[config.mk]
export PLATFORM = sky130hd
export DESIGN_NAME = host_read_path
export DESIGN_NICKNAME = d
export VERILOG_FILES = /design/src/pkg/host_port_pkg.sv /design/src/logic/host_read_path.sv
export SDC_FILE = /design/constraint.sdc
export NUM_CORES = 1
export LEC_CHECK = 0
export BUFFER_PORTS_ARGS = -buffer_cell sky130_fd_sc_hd__buf_4
export CORE_MARGIN = 2
export CORE_UTILIZATION = 40
export CTS_BUF_LIST = sky130_fd_sc_hd__clkbuf_4 sky130_fd_sc_hd__clkbuf_8 sky130_fd_sc_hd__clkbuf_16
export DETAILED_ROUTE_END_ITERATION = 8
export HOLD_SLACK_MARGIN = 0.12
export SYNTH_ARGS = -nofsm -noshare
export SYNTH_HDL_FRONTEND = slang
export SYNTH_SLANG_ARGS = --single-unit
[constraint.sdc]
create_clock -name clock -period 3.2 [get_ports clock]
set_input_delay 0.32 -clock clock [delete_from_list [all_inputs] [get_ports clock]]
set_output_delay 0.32 -clock clock [all_outputs]
set_load 0.005 [all_outputs]
[src/pkg/host_port_pkg.sv]
`default_nettype none
package host_port_pkg;

  // ==========================================================
  // widths
  localparam int ADDR_W = 5;
  localparam int DATA_W = 16;
  localparam int WORD_W = 32;
  localparam int INDEX_W = 16;
  localparam int PATHS = 4;
  localparam int SYNC_STAGES = 2;

  // ==========================================================
  // address map, host address bits [4:2]
  localparam logic [2:0] SEL_INDEX0 = 3'h0;
  localparam logic [2:0] SEL_DATA0 = 3'h1;
  localparam logic [2:0] SEL_INDEX1 = 3'h2;
  localparam logic [2:0] SEL_DATA1 = 3'h3;
  localparam logic [2:0] SEL_INDEX2 = 3'h4;
  localparam logic [2:0] SEL_DATA2 = 3'h5;
  localparam logic [2:0] SEL_FIFO = 3'h6;
  localparam logic [2:0] SEL_CONFIG = 3'h7;
  localparam logic [1:0] PATH_FIFO = 2'h3;
  localparam int FIFO_ENDIAN_BIT = 3;
  localparam int CONFIG_ENDIAN_BIT = 0;

  // ==========================================================
  // lane counting
  localparam logic [1:0] LANE_FIRST = 2'h0;
  localparam logic [1:0] LANE_LAST_8 = 2'h3;
  localparam logic [1:0] LANE_LAST_16 = 2'h1;
  localparam logic [1:0] LANE_STEP = 2'h1;

  // ==========================================================
  // change-on-read event flag, internal register index
  localparam logic [INDEX_W-1:0] EVENT_REG_INDEX = 16'h0040;

  typedef enum logic [1:0] {
    IDLE,
    CAPTURE,
    ACTIVE
  } read_state_e;

endpackage
`default_nettype wire

[src/logic/host_read_path.sv]
// Operation
// - no valid read data before initialization done
// - reads ignored outside full power state
// - read tail ignored when full power returns
// - same lane twice unguarded; reads only counted
// - per path read lane counter, trailing edge
// - last lane performs exactly one internal read; fifo path pops instead
// - lane counters cleared outside full power
// - live bits frozen at read cycle start
// - first lane locks, last lane unlocks register
// - locks released outside full power
// - pops and side effects at read end
// - events during hold deferred, not lost
// - pollable registers: single lane, no advance
// - endianness bit per pair and fifo
// - bytes reordered by endianness and address
// - direct address range reads the fifo
// - fifo path uses fifo endianness bit
// - strobe polarities and strobe style configurable
// - byte mode drives only low eight lines
// - writes ignored until a read follows
// - read cycle from select and read strobes
`timescale 1ns/1ps
`default_nettype none
module host_read_path (
  input wire logic clock,
  input wire logic rstn,
  input wire logic cs_pin,
  input wire logic rd_pin,
  input wire logic wr_pin,
  input wire logic [host_port_pkg::ADDR_W-1:0] addr_pin,
  input wire logic cs_active_high,
  input wire logic rd_active_high,
  input wire logic wr_active_high,
  input wire logic dir_enable_mode,
  input wire logic byte_mode,
  input wire logic [3:0] endian,
  input wire logic full_power_state,
  input wire logic init_done,
  input wire logic [host_port_pkg::INDEX_W-1:0] index_reg0,
  input wire logic [host_port_pkg::INDEX_W-1:0] index_reg1,
  input wire logic [host_port_pkg::INDEX_W-1:0] index_reg2,
  input wire logic [host_port_pkg::WORD_W-1:0] reg_data,
  input wire logic reg_pollable,
  input wire logic [host_port_pkg::WORD_W-1:0] fifo_data,
  input wire logic hw_event,
  output logic [host_port_pkg::DATA_W-1:0] data_out,
  output logic data_oe_lo,
  output logic data_oe_hi,
  output logic [host_port_pkg::INDEX_W-1:0] int_addr,
  output logic int_read,
  output logic fifo_pop,
  output logic regs_hold,
  output logic writes_enabled,
  output logic event_status
);

  // ==========================================================
  // pin synchronisers
  logic [host_port_pkg::SYNC_STAGES-1:0] cs_sync;
  logic [host_port_pkg::SYNC_STAGES-1:0] rd_sync;
  logic [host_port_pkg::SYNC_STAGES-1:0] wr_sync;
  logic [host_port_pkg::ADDR_W-1:0] addr_meta;
  logic [host_port_pkg::ADDR_W-1:0] addr_s;
  logic [host_port_pkg::SYNC_STAGES-1:0] cs_pol;
  logic [host_port_pkg::SYNC_STAGES-1:0] rd_pol;
  logic [host_port_pkg::SYNC_STAGES-1:0] wr_pol;
  logic [host_port_pkg::SYNC_STAGES-1:0] dir_mode;

  always_ff @(posedge clock or negedge rstn) begin
    if (!rstn) begin
      cs_sync <= '0;
      rd_sync <= '0;
      wr_sync <= '0;
      addr_meta <= '0;
      addr_s <= '0;
      cs_pol <= '0;
      rd_pol <= '0;
      wr_pol <= '0;
      dir_mode <= '0;
    end else begin
      cs_sync <= {cs_sync[0], cs_pin};
      rd_sync <= {rd_sync[0], rd_pin};
      wr_sync <= {wr_sync[0], wr_pin};
      addr_meta <= addr_pin;
      addr_s <= addr_meta;
      // settings travel beside the pins, so a polarity change never looks like a strobe
      cs_pol <= {cs_pol[0], cs_active_high};
      rd_pol <= {rd_pol[0], rd_active_high};
      wr_pol <= {wr_pol[0], wr_active_high};
      dir_mode <= {dir_mode[0], dir_enable_mode};
    end
  end

  // ==========================================================
  // read cycle detection
  logic cs_act;
  logic rd_act;
  logic wr_act;
  logic read_cycle;
  logic cycle_prev;
  logic lead;
  logic trail;

  assign cs_act = (cs_sync[1] == cs_pol[1]);
  assign rd_act = (rd_sync[1] == rd_pol[1]);
  assign wr_act = (wr_sync[1] == wr_pol[1]);
  // in direction mode the read pin carries direction, the write pin the enable
  assign read_cycle = cs_act & (dir_mode[1] ? (wr_act & rd_act) : rd_act);
  assign lead = read_cycle & ~cycle_prev;
  assign trail = ~read_cycle & cycle_prev;

  always_ff @(posedge clock or negedge rstn) begin
    if (!rstn) begin
      // the flops reset to a level that may read as active: no false lead after reset
      cycle_prev <= 1'b1;
    end else begin
      cycle_prev <= read_cycle;
    end
  end

  // ==========================================================
  // cycle state
  host_port_pkg::read_state_e state;
  host_port_pkg::read_state_e next_state;
  logic [2:0] cur_sel;
  logic [1:0] cur_lane;
  logic cur_poll;
  logic [1:0] count [host_port_pkg::PATHS];
  logic [3:0] lock;
  logic [host_port_pkg::WORD_W-1:0] word [host_port_pkg::PATHS];
  logic [1:0] cur_path;
  logic [1:0] cur_count;
  logic [1:0] last_count;
  logic counted;
  logic poll_now;
  logic advance;
  logic complete;
  logic hold_now;

  assign cur_path = cur_sel[2:1];
  assign cur_count = count[cur_path];
  assign counted = (cur_sel[0] & (cur_sel != host_port_pkg::SEL_CONFIG))
    | (cur_sel == host_port_pkg::SEL_FIFO);
  assign poll_now = reg_pollable & (cur_sel != host_port_pkg::SEL_FIFO);
  assign last_count = byte_mode ? host_port_pkg::LANE_LAST_8 : host_port_pkg::LANE_LAST_16;
  // the lane itself is never checked: a repeated lane still counts
  assign advance = (state == host_port_pkg::ACTIVE) & trail & full_power_state
    & counted & ~cur_poll;
  assign complete = advance & (cur_count == last_count);
  assign hold_now = (state != host_port_pkg::IDLE) | (|lock);

  always_comb begin
    next_state = state;
    case (state)
      host_port_pkg::IDLE: begin
        if (lead && full_power_state) begin
          next_state = host_port_pkg::CAPTURE;
        end
      end
      host_port_pkg::CAPTURE: begin
        next_state = host_port_pkg::ACTIVE;
      end
      host_port_pkg::ACTIVE: begin
        if (trail) begin
          next_state = host_port_pkg::IDLE;
        end
      end
      default: begin
        next_state = host_port_pkg::IDLE;
      end
    endcase
    // a cycle that began in low power never leaves idle, so its tail is dropped
    if (!full_power_state) begin
      next_state = host_port_pkg::IDLE;
    end
  end

  always_ff @(posedge clock or negedge rstn) begin
    if (!rstn) begin
      state <= host_port_pkg::IDLE;
    end else begin
      state <= next_state;
    end
  end

  always_ff @(posedge clock or negedge rstn) begin
    if (!rstn) begin
      cur_sel <= host_port_pkg::SEL_INDEX0;
      cur_lane <= host_port_pkg::LANE_FIRST;
      cur_poll <= 1'b0;
    end else if (state == host_port_pkg::IDLE && lead) begin
      cur_sel <= addr_s[4:2];
      cur_lane <= addr_s[1:0];
    end else if (state == host_port_pkg::CAPTURE) begin
      cur_poll <= poll_now;
    end
  end

  // ==========================================================
  // internal address, follows the addressed pair while idle
  logic [host_port_pkg::INDEX_W-1:0] next_int_addr;

  always_comb begin
    next_int_addr = int_addr;
    if (state == host_port_pkg::IDLE) begin
      case (addr_s[4:3])
        2'h0: next_int_addr = index_reg0;
        2'h1: next_int_addr = index_reg1;
        2'h2: next_int_addr = index_reg2;
        default: next_int_addr = int_addr;
      endcase
    end
  end

  always_ff @(posedge clock or negedge rstn) begin
    if (!rstn) begin
      int_addr <= '0;
    end else begin
      int_addr <= next_int_addr;
    end
  end

  // ==========================================================
  // lane counters and locks
  logic first_lane;
  assign first_lane = (state == host_port_pkg::CAPTURE) & counted & ~poll_now
    & (cur_count == host_port_pkg::LANE_FIRST) & full_power_state;

  always_ff @(posedge clock or negedge rstn) begin
    if (!rstn) begin
      for (int i = 0; i < host_port_pkg::PATHS; i++) begin
        count[i] <= host_port_pkg::LANE_FIRST;
      end
    end else if (!full_power_state) begin
      for (int i = 0; i < host_port_pkg::PATHS; i++) begin
        count[i] <= host_port_pkg::LANE_FIRST;
      end
    end else if (complete) begin
      count[cur_path] <= host_port_pkg::LANE_FIRST;
    end else if (advance) begin
      count[cur_path] <= cur_count + host_port_pkg::LANE_STEP;
    end
  end

  always_ff @(posedge clock or negedge rstn) begin
    if (!rstn) begin
      lock <= '0;
    end else if (!full_power_state) begin
      lock <= '0;
    end else if (first_lane) begin
      lock[cur_path] <= 1'b1;
    end else if (complete) begin
      lock[cur_path] <= 1'b0;
    end
  end

  // ==========================================================
  // snapshot and byte ordering
  logic [host_port_pkg::WORD_W-1:0] fresh;
  logic [host_port_pkg::WORD_W-1:0] shown;
  logic [host_port_pkg::WORD_W-1:0] ordered;
  logic [host_port_pkg::DATA_W-1:0] lane_data;
  logic use_fresh;
  logic endian_cur;

  always_comb begin
    case (cur_sel)
      host_port_pkg::SEL_INDEX0: fresh = {16'h0000, index_reg0};
      host_port_pkg::SEL_INDEX1: fresh = {16'h0000, index_reg1};
      host_port_pkg::SEL_INDEX2: fresh = {16'h0000, index_reg2};
      host_port_pkg::SEL_FIFO: fresh = fifo_data;
      host_port_pkg::SEL_CONFIG: fresh = {4{4'h0, endian}};
      default: begin
        if (int_addr == host_port_pkg::EVENT_REG_INDEX) begin
          fresh = {31'h0, event_status};
        end else begin
          fresh = reg_data;
        end
      end
    endcase
  end

  // later lanes of a locked word come from the stored copy, never live data
  assign use_fresh = ~(counted & ~poll_now & (cur_count != host_port_pkg::LANE_FIRST));
  assign shown = use_fresh ? fresh : word[cur_path];
  assign endian_cur = (cur_sel == host_port_pkg::SEL_FIFO) ? endian[host_port_pkg::FIFO_ENDIAN_BIT]
    : (cur_sel == host_port_pkg::SEL_CONFIG) ? endian[host_port_pkg::CONFIG_ENDIAN_BIT]
    : endian[cur_path];
  assign ordered = endian_cur ? {shown[7:0], shown[15:8], shown[23:16], shown[31:24]}
    : shown;
  assign lane_data = byte_mode ? {8'h00, ordered[{cur_lane, 3'b000} +: 8]}
    : ordered[{cur_lane[1], 4'b0000} +: 16];

  always_ff @(posedge clock or negedge rstn) begin
    if (!rstn) begin
      for (int i = 0; i < host_port_pkg::PATHS; i++) begin
        word[i] <= '0;
      end
    end else if (state == host_port_pkg::CAPTURE && counted && use_fresh) begin
      word[cur_path] <= fresh;
    end
  end

  // ==========================================================
  // data lanes
  always_ff @(posedge clock or negedge rstn) begin
    if (!rstn) begin
      data_out <= '0;
      data_oe_lo <= 1'b0;
      data_oe_hi <= 1'b0;
    end else if (next_state != host_port_pkg::ACTIVE) begin
      data_oe_lo <= 1'b0;
      data_oe_hi <= 1'b0;
    end else if (state == host_port_pkg::CAPTURE) begin
      // before initialization the lanes carry zero rather than stale data
      data_out <= init_done ? lane_data : '0;
      data_oe_lo <= 1'b1;
      data_oe_hi <= ~byte_mode;
    end
  end

  // ==========================================================
  // end of read effects
  always_ff @(posedge clock or negedge rstn) begin
    if (!rstn) begin
      int_read <= 1'b0;
      fifo_pop <= 1'b0;
      regs_hold <= 1'b0;
      writes_enabled <= 1'b0;
    end else begin
      int_read <= complete & (cur_path != host_port_pkg::PATH_FIFO);
      fifo_pop <= complete & (cur_path == host_port_pkg::PATH_FIFO);
      regs_hold <= hold_now;
      if (!full_power_state) begin
        writes_enabled <= 1'b0;
      end else if (state == host_port_pkg::ACTIVE && trail) begin
        writes_enabled <= 1'b1;
      end
    end
  end

  // ==========================================================
  // change-on-read event flag
  logic pending;
  logic event_clear;
  assign event_clear = int_read & (int_addr == host_port_pkg::EVENT_REG_INDEX);

  always_ff @(posedge clock or negedge rstn) begin
    if (!rstn) begin
      pending <= 1'b0;
      event_status <= 1'b0;
    end else begin
      if (hw_event && hold_now) begin
        pending <= 1'b1;
      end else if (!hold_now) begin
        pending <= 1'b0;
      end
      // a set on the clearing cycle wins
      event_status <= (event_status & ~event_clear)
        | (~hold_now & (hw_event | pending));
    end
  end
endmodule
`default_nettype wire

==> key figures <==
Timing
  – Number of pins with negative max-slew slack in the final report: 0
  – Slew headroom: 36.24%
  – Hold Violations, Final: 0
  – Max Fclk: 0.3265 GHz
  – Pin slew with the least headroom to its limit: 0.9564 ns
  – Number of setup violations in the final report: 0
  – Ratio of final minimum period to clock period: 95.70%
  – Post-route setup TNS: 0 ns
  – Worst-case clock skew: 0.01664 ns
  – Time the final worst path needs with I/O delays and setup: 3.062 ns
  – Unrepaired setup endpoints after global routing: true

Placed design
  – HPWL after DPL: 24,690 um
  – Area post-placement: 12,670 sq um
  – Final weighted congestion of routability-driven global placement: 0.8806
  – Placed Cells: 1,590
  – Number of buffers inserted by port buffering: 173

Power
  – Combinational group share of total power: 35.5%
  – Relative contribution of the clock network to total power: 28.8%
  – Reg power frac: 35.6%
  – Internal Dissipation: 6.929 mW
  – Worst IR Drop VDD: 0.4219 mV
  – Leakage power figure: 6.123 nW
  – Net switching share of the total power: 35.44%
  – P_sw: 3.804 mW
  – Power per cell area: 772.5 nW/um^2

Yosys
  – Synth Cell Area: 11,060 sq um
  – Number of flops mapped to enable cells by yosys: 0
  – Seq cells post-synth: 213
  – Top flip-flop cell by instance count after synthesis: sky130_fd_sc_hd__dfrtp_1
  – Number of nets produced by synthesis: 1,266
  – Register area share after synthesis: 48.21%
  – Synth unique cells: 74
  – Mean Syn Cell Area: 9.812 sq um
  – Mapped Cells: 1,127
  – Warnings from Yosys: 0
  – Async SR Flop Fraction: 100.0%

Critical path
  – CP dominant cell by count: sky130_fd_sc_hd__inv_1
  – Kind of critical path: reg2reg
  – R2r setup slk: 0.14 ns
  – Largest stage delay on the critical path: 0.56 ns
  – Data arrival time of the critical path: 3.50 ns
  – Critical path buffer and inverter count: 2
  – Dominant delay contributor by cell family on the critical path: compound AO/OA/AOI/OAI gates
  – Largest fanout on the critical path: 12
  – Type of element launching the critical path: register
  – Crit path capture type: register
  – Standard cell with the maximum stage delay on the critical path: sky130_fd_sc_hd__a221oi_1
  – Instance count on the critical path: 9
  – Worst R2R Path Depth: 9
  – Worst endpoint required time: 3.64 ns
  – Cell-by-cell trace of the critical path: mux4_2 > inv_1 > ha_1 > inv_1 > nand2_2 > a221oi_1 > nor2_1 > a211o_1 > o211ai_1

Final layout
  – Area growth, synth to finish: 25.64%
  – Diode count: 0
  – Final standard cell utilization of the core: 51.41%
  – Post-route non-filler standard cell count: 1,667
  – Most used cells in the layout excluding fill and tap cells: sky130_fd_sc_hd__dfrtp_1 (210), sky130_fd_sc_hd__nand2_1 (209), sky130_fd_sc_hd__buf_4 (198)
  – Share of layout cells above drive strength 1: 25.04%
  – Number of fill cells: 2,472
  – Commonest non-fill, non-tap cell in the layout: sky130_fd_sc_hd__dfrtp_1
  – Final Net Count: 1,446
  – Final non-filler cell area: 13,890 sq um

Clocking
  – TritonCTS buffer count: 25
  – Clock tree from TritonCTS: built
  – # Post-CTS Setup Buffers: 0
  – Cell at the root of the clock tree: sky130_fd_sc_hd__clkbuf_16
  – CTS sink cnt: 213
  – Skew-Pair Late Insertion Delay: 0.53 ns
  – CTS clk-pin slew, worst paths: 0.06 ns
  – Gates resized, CTS repair: 0
  – Buffer levels on the longest clock path: 3
  – Clock H-tree levels: 1

Detailed routing
  – Initial DRC count: 733
  – Vias per inst: 5.687
  – Routed length per placed instance: 20.96 um
  – Drc violations: 0
  – Routed wire length: 34,930 um
  – Remaining number of nets flagged by the antenna check after routing: 0
  – First-pass DRT Iterations: 5
  – Via count: 9,480

GRT
  – Wire length of the first global-routing pass: 54,440 um
  – Gr ovfl total: 0
  – Global-route total usage across every layer: 24.30%
  – Antenna violations before repair: 0
  – Vias in the first global route: 9,346
  – Pin count of the biggest net entering global routing: 83

Job
  – Max-cap check violation count: 0

Floorplanning
  – Die outline height: 170.3 um
  – I/O pin cnt: 174
  – DIE WIDTH: 170.3 um
  – Area inside the core boundary: 27,030 sq um
  – Initial standard-cell utilization of the core: 40.92%
  – Full die area: 28,990 sq um
  – Std-Cell Rows: 60

Hold path
  – Kind of path behind the tightest hold check: in2reg
  – Worst hold stages: 3

Run status
  – Outcome: finished, final reports clean
==> final timing paths <==
check                                  start          end
max in group asynchronous               rstn     word[78]
worst max register to register    cur_sel[1]  data_out[2]
worst max-delay path              cur_sel[1]  data_out[2]
min in group asynchronous               rstn    wr_pol[1]
worst min-delay path            reg_data[16]     word[48]
worst min register to register     wr_pol[0]    wr_pol[1]
==> worst register-to-register path, cell delays in order (launching register included) <==
cell and delay [ns]:
sky130_fd_sc_hd__dfrtp_4 0.53, sky130_fd_sc_hd__mux4_2 0.37, sky130_fd_sc_hd__inv_1 0.05, sky130_fd_sc_hd__ha_1 0.29
sky130_fd_sc_hd__inv_1 0.28, sky130_fd_sc_hd__nand2_2 0.27, sky130_fd_sc_hd__a221oi_1 0.57, sky130_fd_sc_hd__nor2_1 0.13
sky130_fd_sc_hd__a211o_1 0.32, sky130_fd_sc_hd__o211ai_1 0.18
==> per-stage QoR <==
step	hold WS, ns	power, mW	setup slack [ns]
floorplan	0.02441	6.256	0.3740
global placement	0.3325	7.552	0.2845
detailed placement	0.3347	7.632	0.2119
CTS	0.1207	10.77	0.2247
global route	0.1311	11.36	-0.005567
finish	0.1365	10.73	0.1377
==> flip-flops by register name (all words and copies together) (netlist names), 3 cells and up <==
signal / cells
addr_meta: 5
addr_s: 5
count: 8
cur_sel: 3
data_out: 16
int_addr: 16
lock: 4
word: 128
==> cells in the mapped netlist (4+ instances only) <==
cell type | count | share of area [%]
sky130_fd_sc_hd__buf_2 | 15 | 0.68
sky130_fd_sc_hd__nor2b_1 | 8 | 0.45
sky130_fd_sc_hd__o21ai_0 | 180 | 8.1
sky130_fd_sc_hd__a21boi_0 | 11 | 0.75
sky130_fd_sc_hd__nor4_1 | 4 | 0.23
sky130_fd_sc_hd__a21o_1 | 4 | 0.27
sky130_fd_sc_hd__nor3_1 | 20 | 0.91
sky130_fd_sc_hd__mux4_2 | 42 | 8.6
sky130_fd_sc_hd__a211oi_1 | 4 | 0.27
sky130_fd_sc_hd__o211ai_1 | 11 | 0.75
sky130_fd_sc_hd__clkbuf_1 | 49 | 1.7
sky130_fd_sc_hd__o21ai_1 | 4 | 0.18
sky130_fd_sc_hd__nor2_1 | 58 | 2.0
sky130_fd_sc_hd__ha_1 | 4 | 0.45
sky130_fd_sc_hd__o31ai_1 | 12 | 0.81
sky130_fd_sc_hd__a221oi_1 | 7 | 0.55
sky130_fd_sc_hd__a21oi_1 | 55 | 2.5
sky130_fd_sc_hd__buf_6 | 9 | 0.92
sky130_fd_sc_hd__nand3_1 | 26 | 1.2
sky130_fd_sc_hd__nand2b_1 | 7 | 0.40
sky130_fd_sc_hd__buf_4 | 9 | 0.61
sky130_fd_sc_hd__dfrtp_1 | 212 | 48
sky130_fd_sc_hd__mux2i_1 | 9 | 0.81
sky130_fd_sc_hd__o21a_1 | 10 | 0.68
sky130_fd_sc_hd__or2_2 | 5 | 0.28
sky130_fd_sc_hd__a22oi_1 | 35 | 2.4
sky130_fd_sc_hd__and3_1 | 6 | 0.34
sky130_fd_sc_hd__inv_1 | 15 | 0.51
sky130_fd_sc_hd__nand2_1 | 213 | 7.2
sky130_fd_sc_hd__xor2_1 | 4 | 0.32
sky130_fd_sc_hd__a211o_1 | 4 | 0.32
sky130_fd_sc_hd__a22o_1 | 5 | 0.40
==> metal layers <==
metal | part of all wire [%] | global-route usage, % | up-vias | routed length, um
met2 | 46 | 38.37 | 359 | 16090
met1 | 45 | 35.14 | 4633 | 15760
met5 | 0 | 0 | - | 0
met3 | 6.9 | 4.093 | 50 | 2399
met4 | 2.0 | 5.611 | 0 | 688
li1 | - | - | 4438 | -
==> area by class of cell <==
type,instances,area (sq um),area share [%]
Sequential cell,213,5336,38.41
Multi-Input combinational cell,815,5248,37.77
Timing Repair Buffer,235,1911,13.75
Clock buffer,36,752.0,5.412
Tap cell,341,426.7,3.071
Clock inverter,10,156.4,1.126
Inverter,17,63.81,0.4593
==> power by group through the flow <==
| stage | registers (mW) | logic, mW | clock network, mW |
|---|---|---|---|
| 6_report | 3.82 | 3.82 | 3.09 |
| 5_1_grt | 3.90 | 4.19 | 3.27 |
| 4_1_cts | 3.82 | 3.81 | 3.14 |
| 3_5_place_dp | 3.86 | 3.77 | 0 |
| 3_3_place_gp | 3.84 | 3.71 | 0 |
| 2_1_floorplan | 3.67 | 2.58 | 0 |
==> repair_timing <==
action	4_1_cts	5_1_grt
endpoints found under the hold margin	109	0
endpoints found under the setup margin	0	2
hold buffers	31	0
==> cell families after synthesis <==
family / after synthesis / share of synthesized area [%]
AO/OA/AOI/OAI: 378 / 21.28
flip-flops: 213 / 48.21
multiplexers: 54 / 9.674
AND/OR/NAND/NOR: 374 / 15.54
XOR/XNOR: 5 / 0.3960
buffers and inverters: 99 / 4.447
adder cells (fa/ha/maj): 4 / 0.4526
Power figures use the tool's default switching activity.
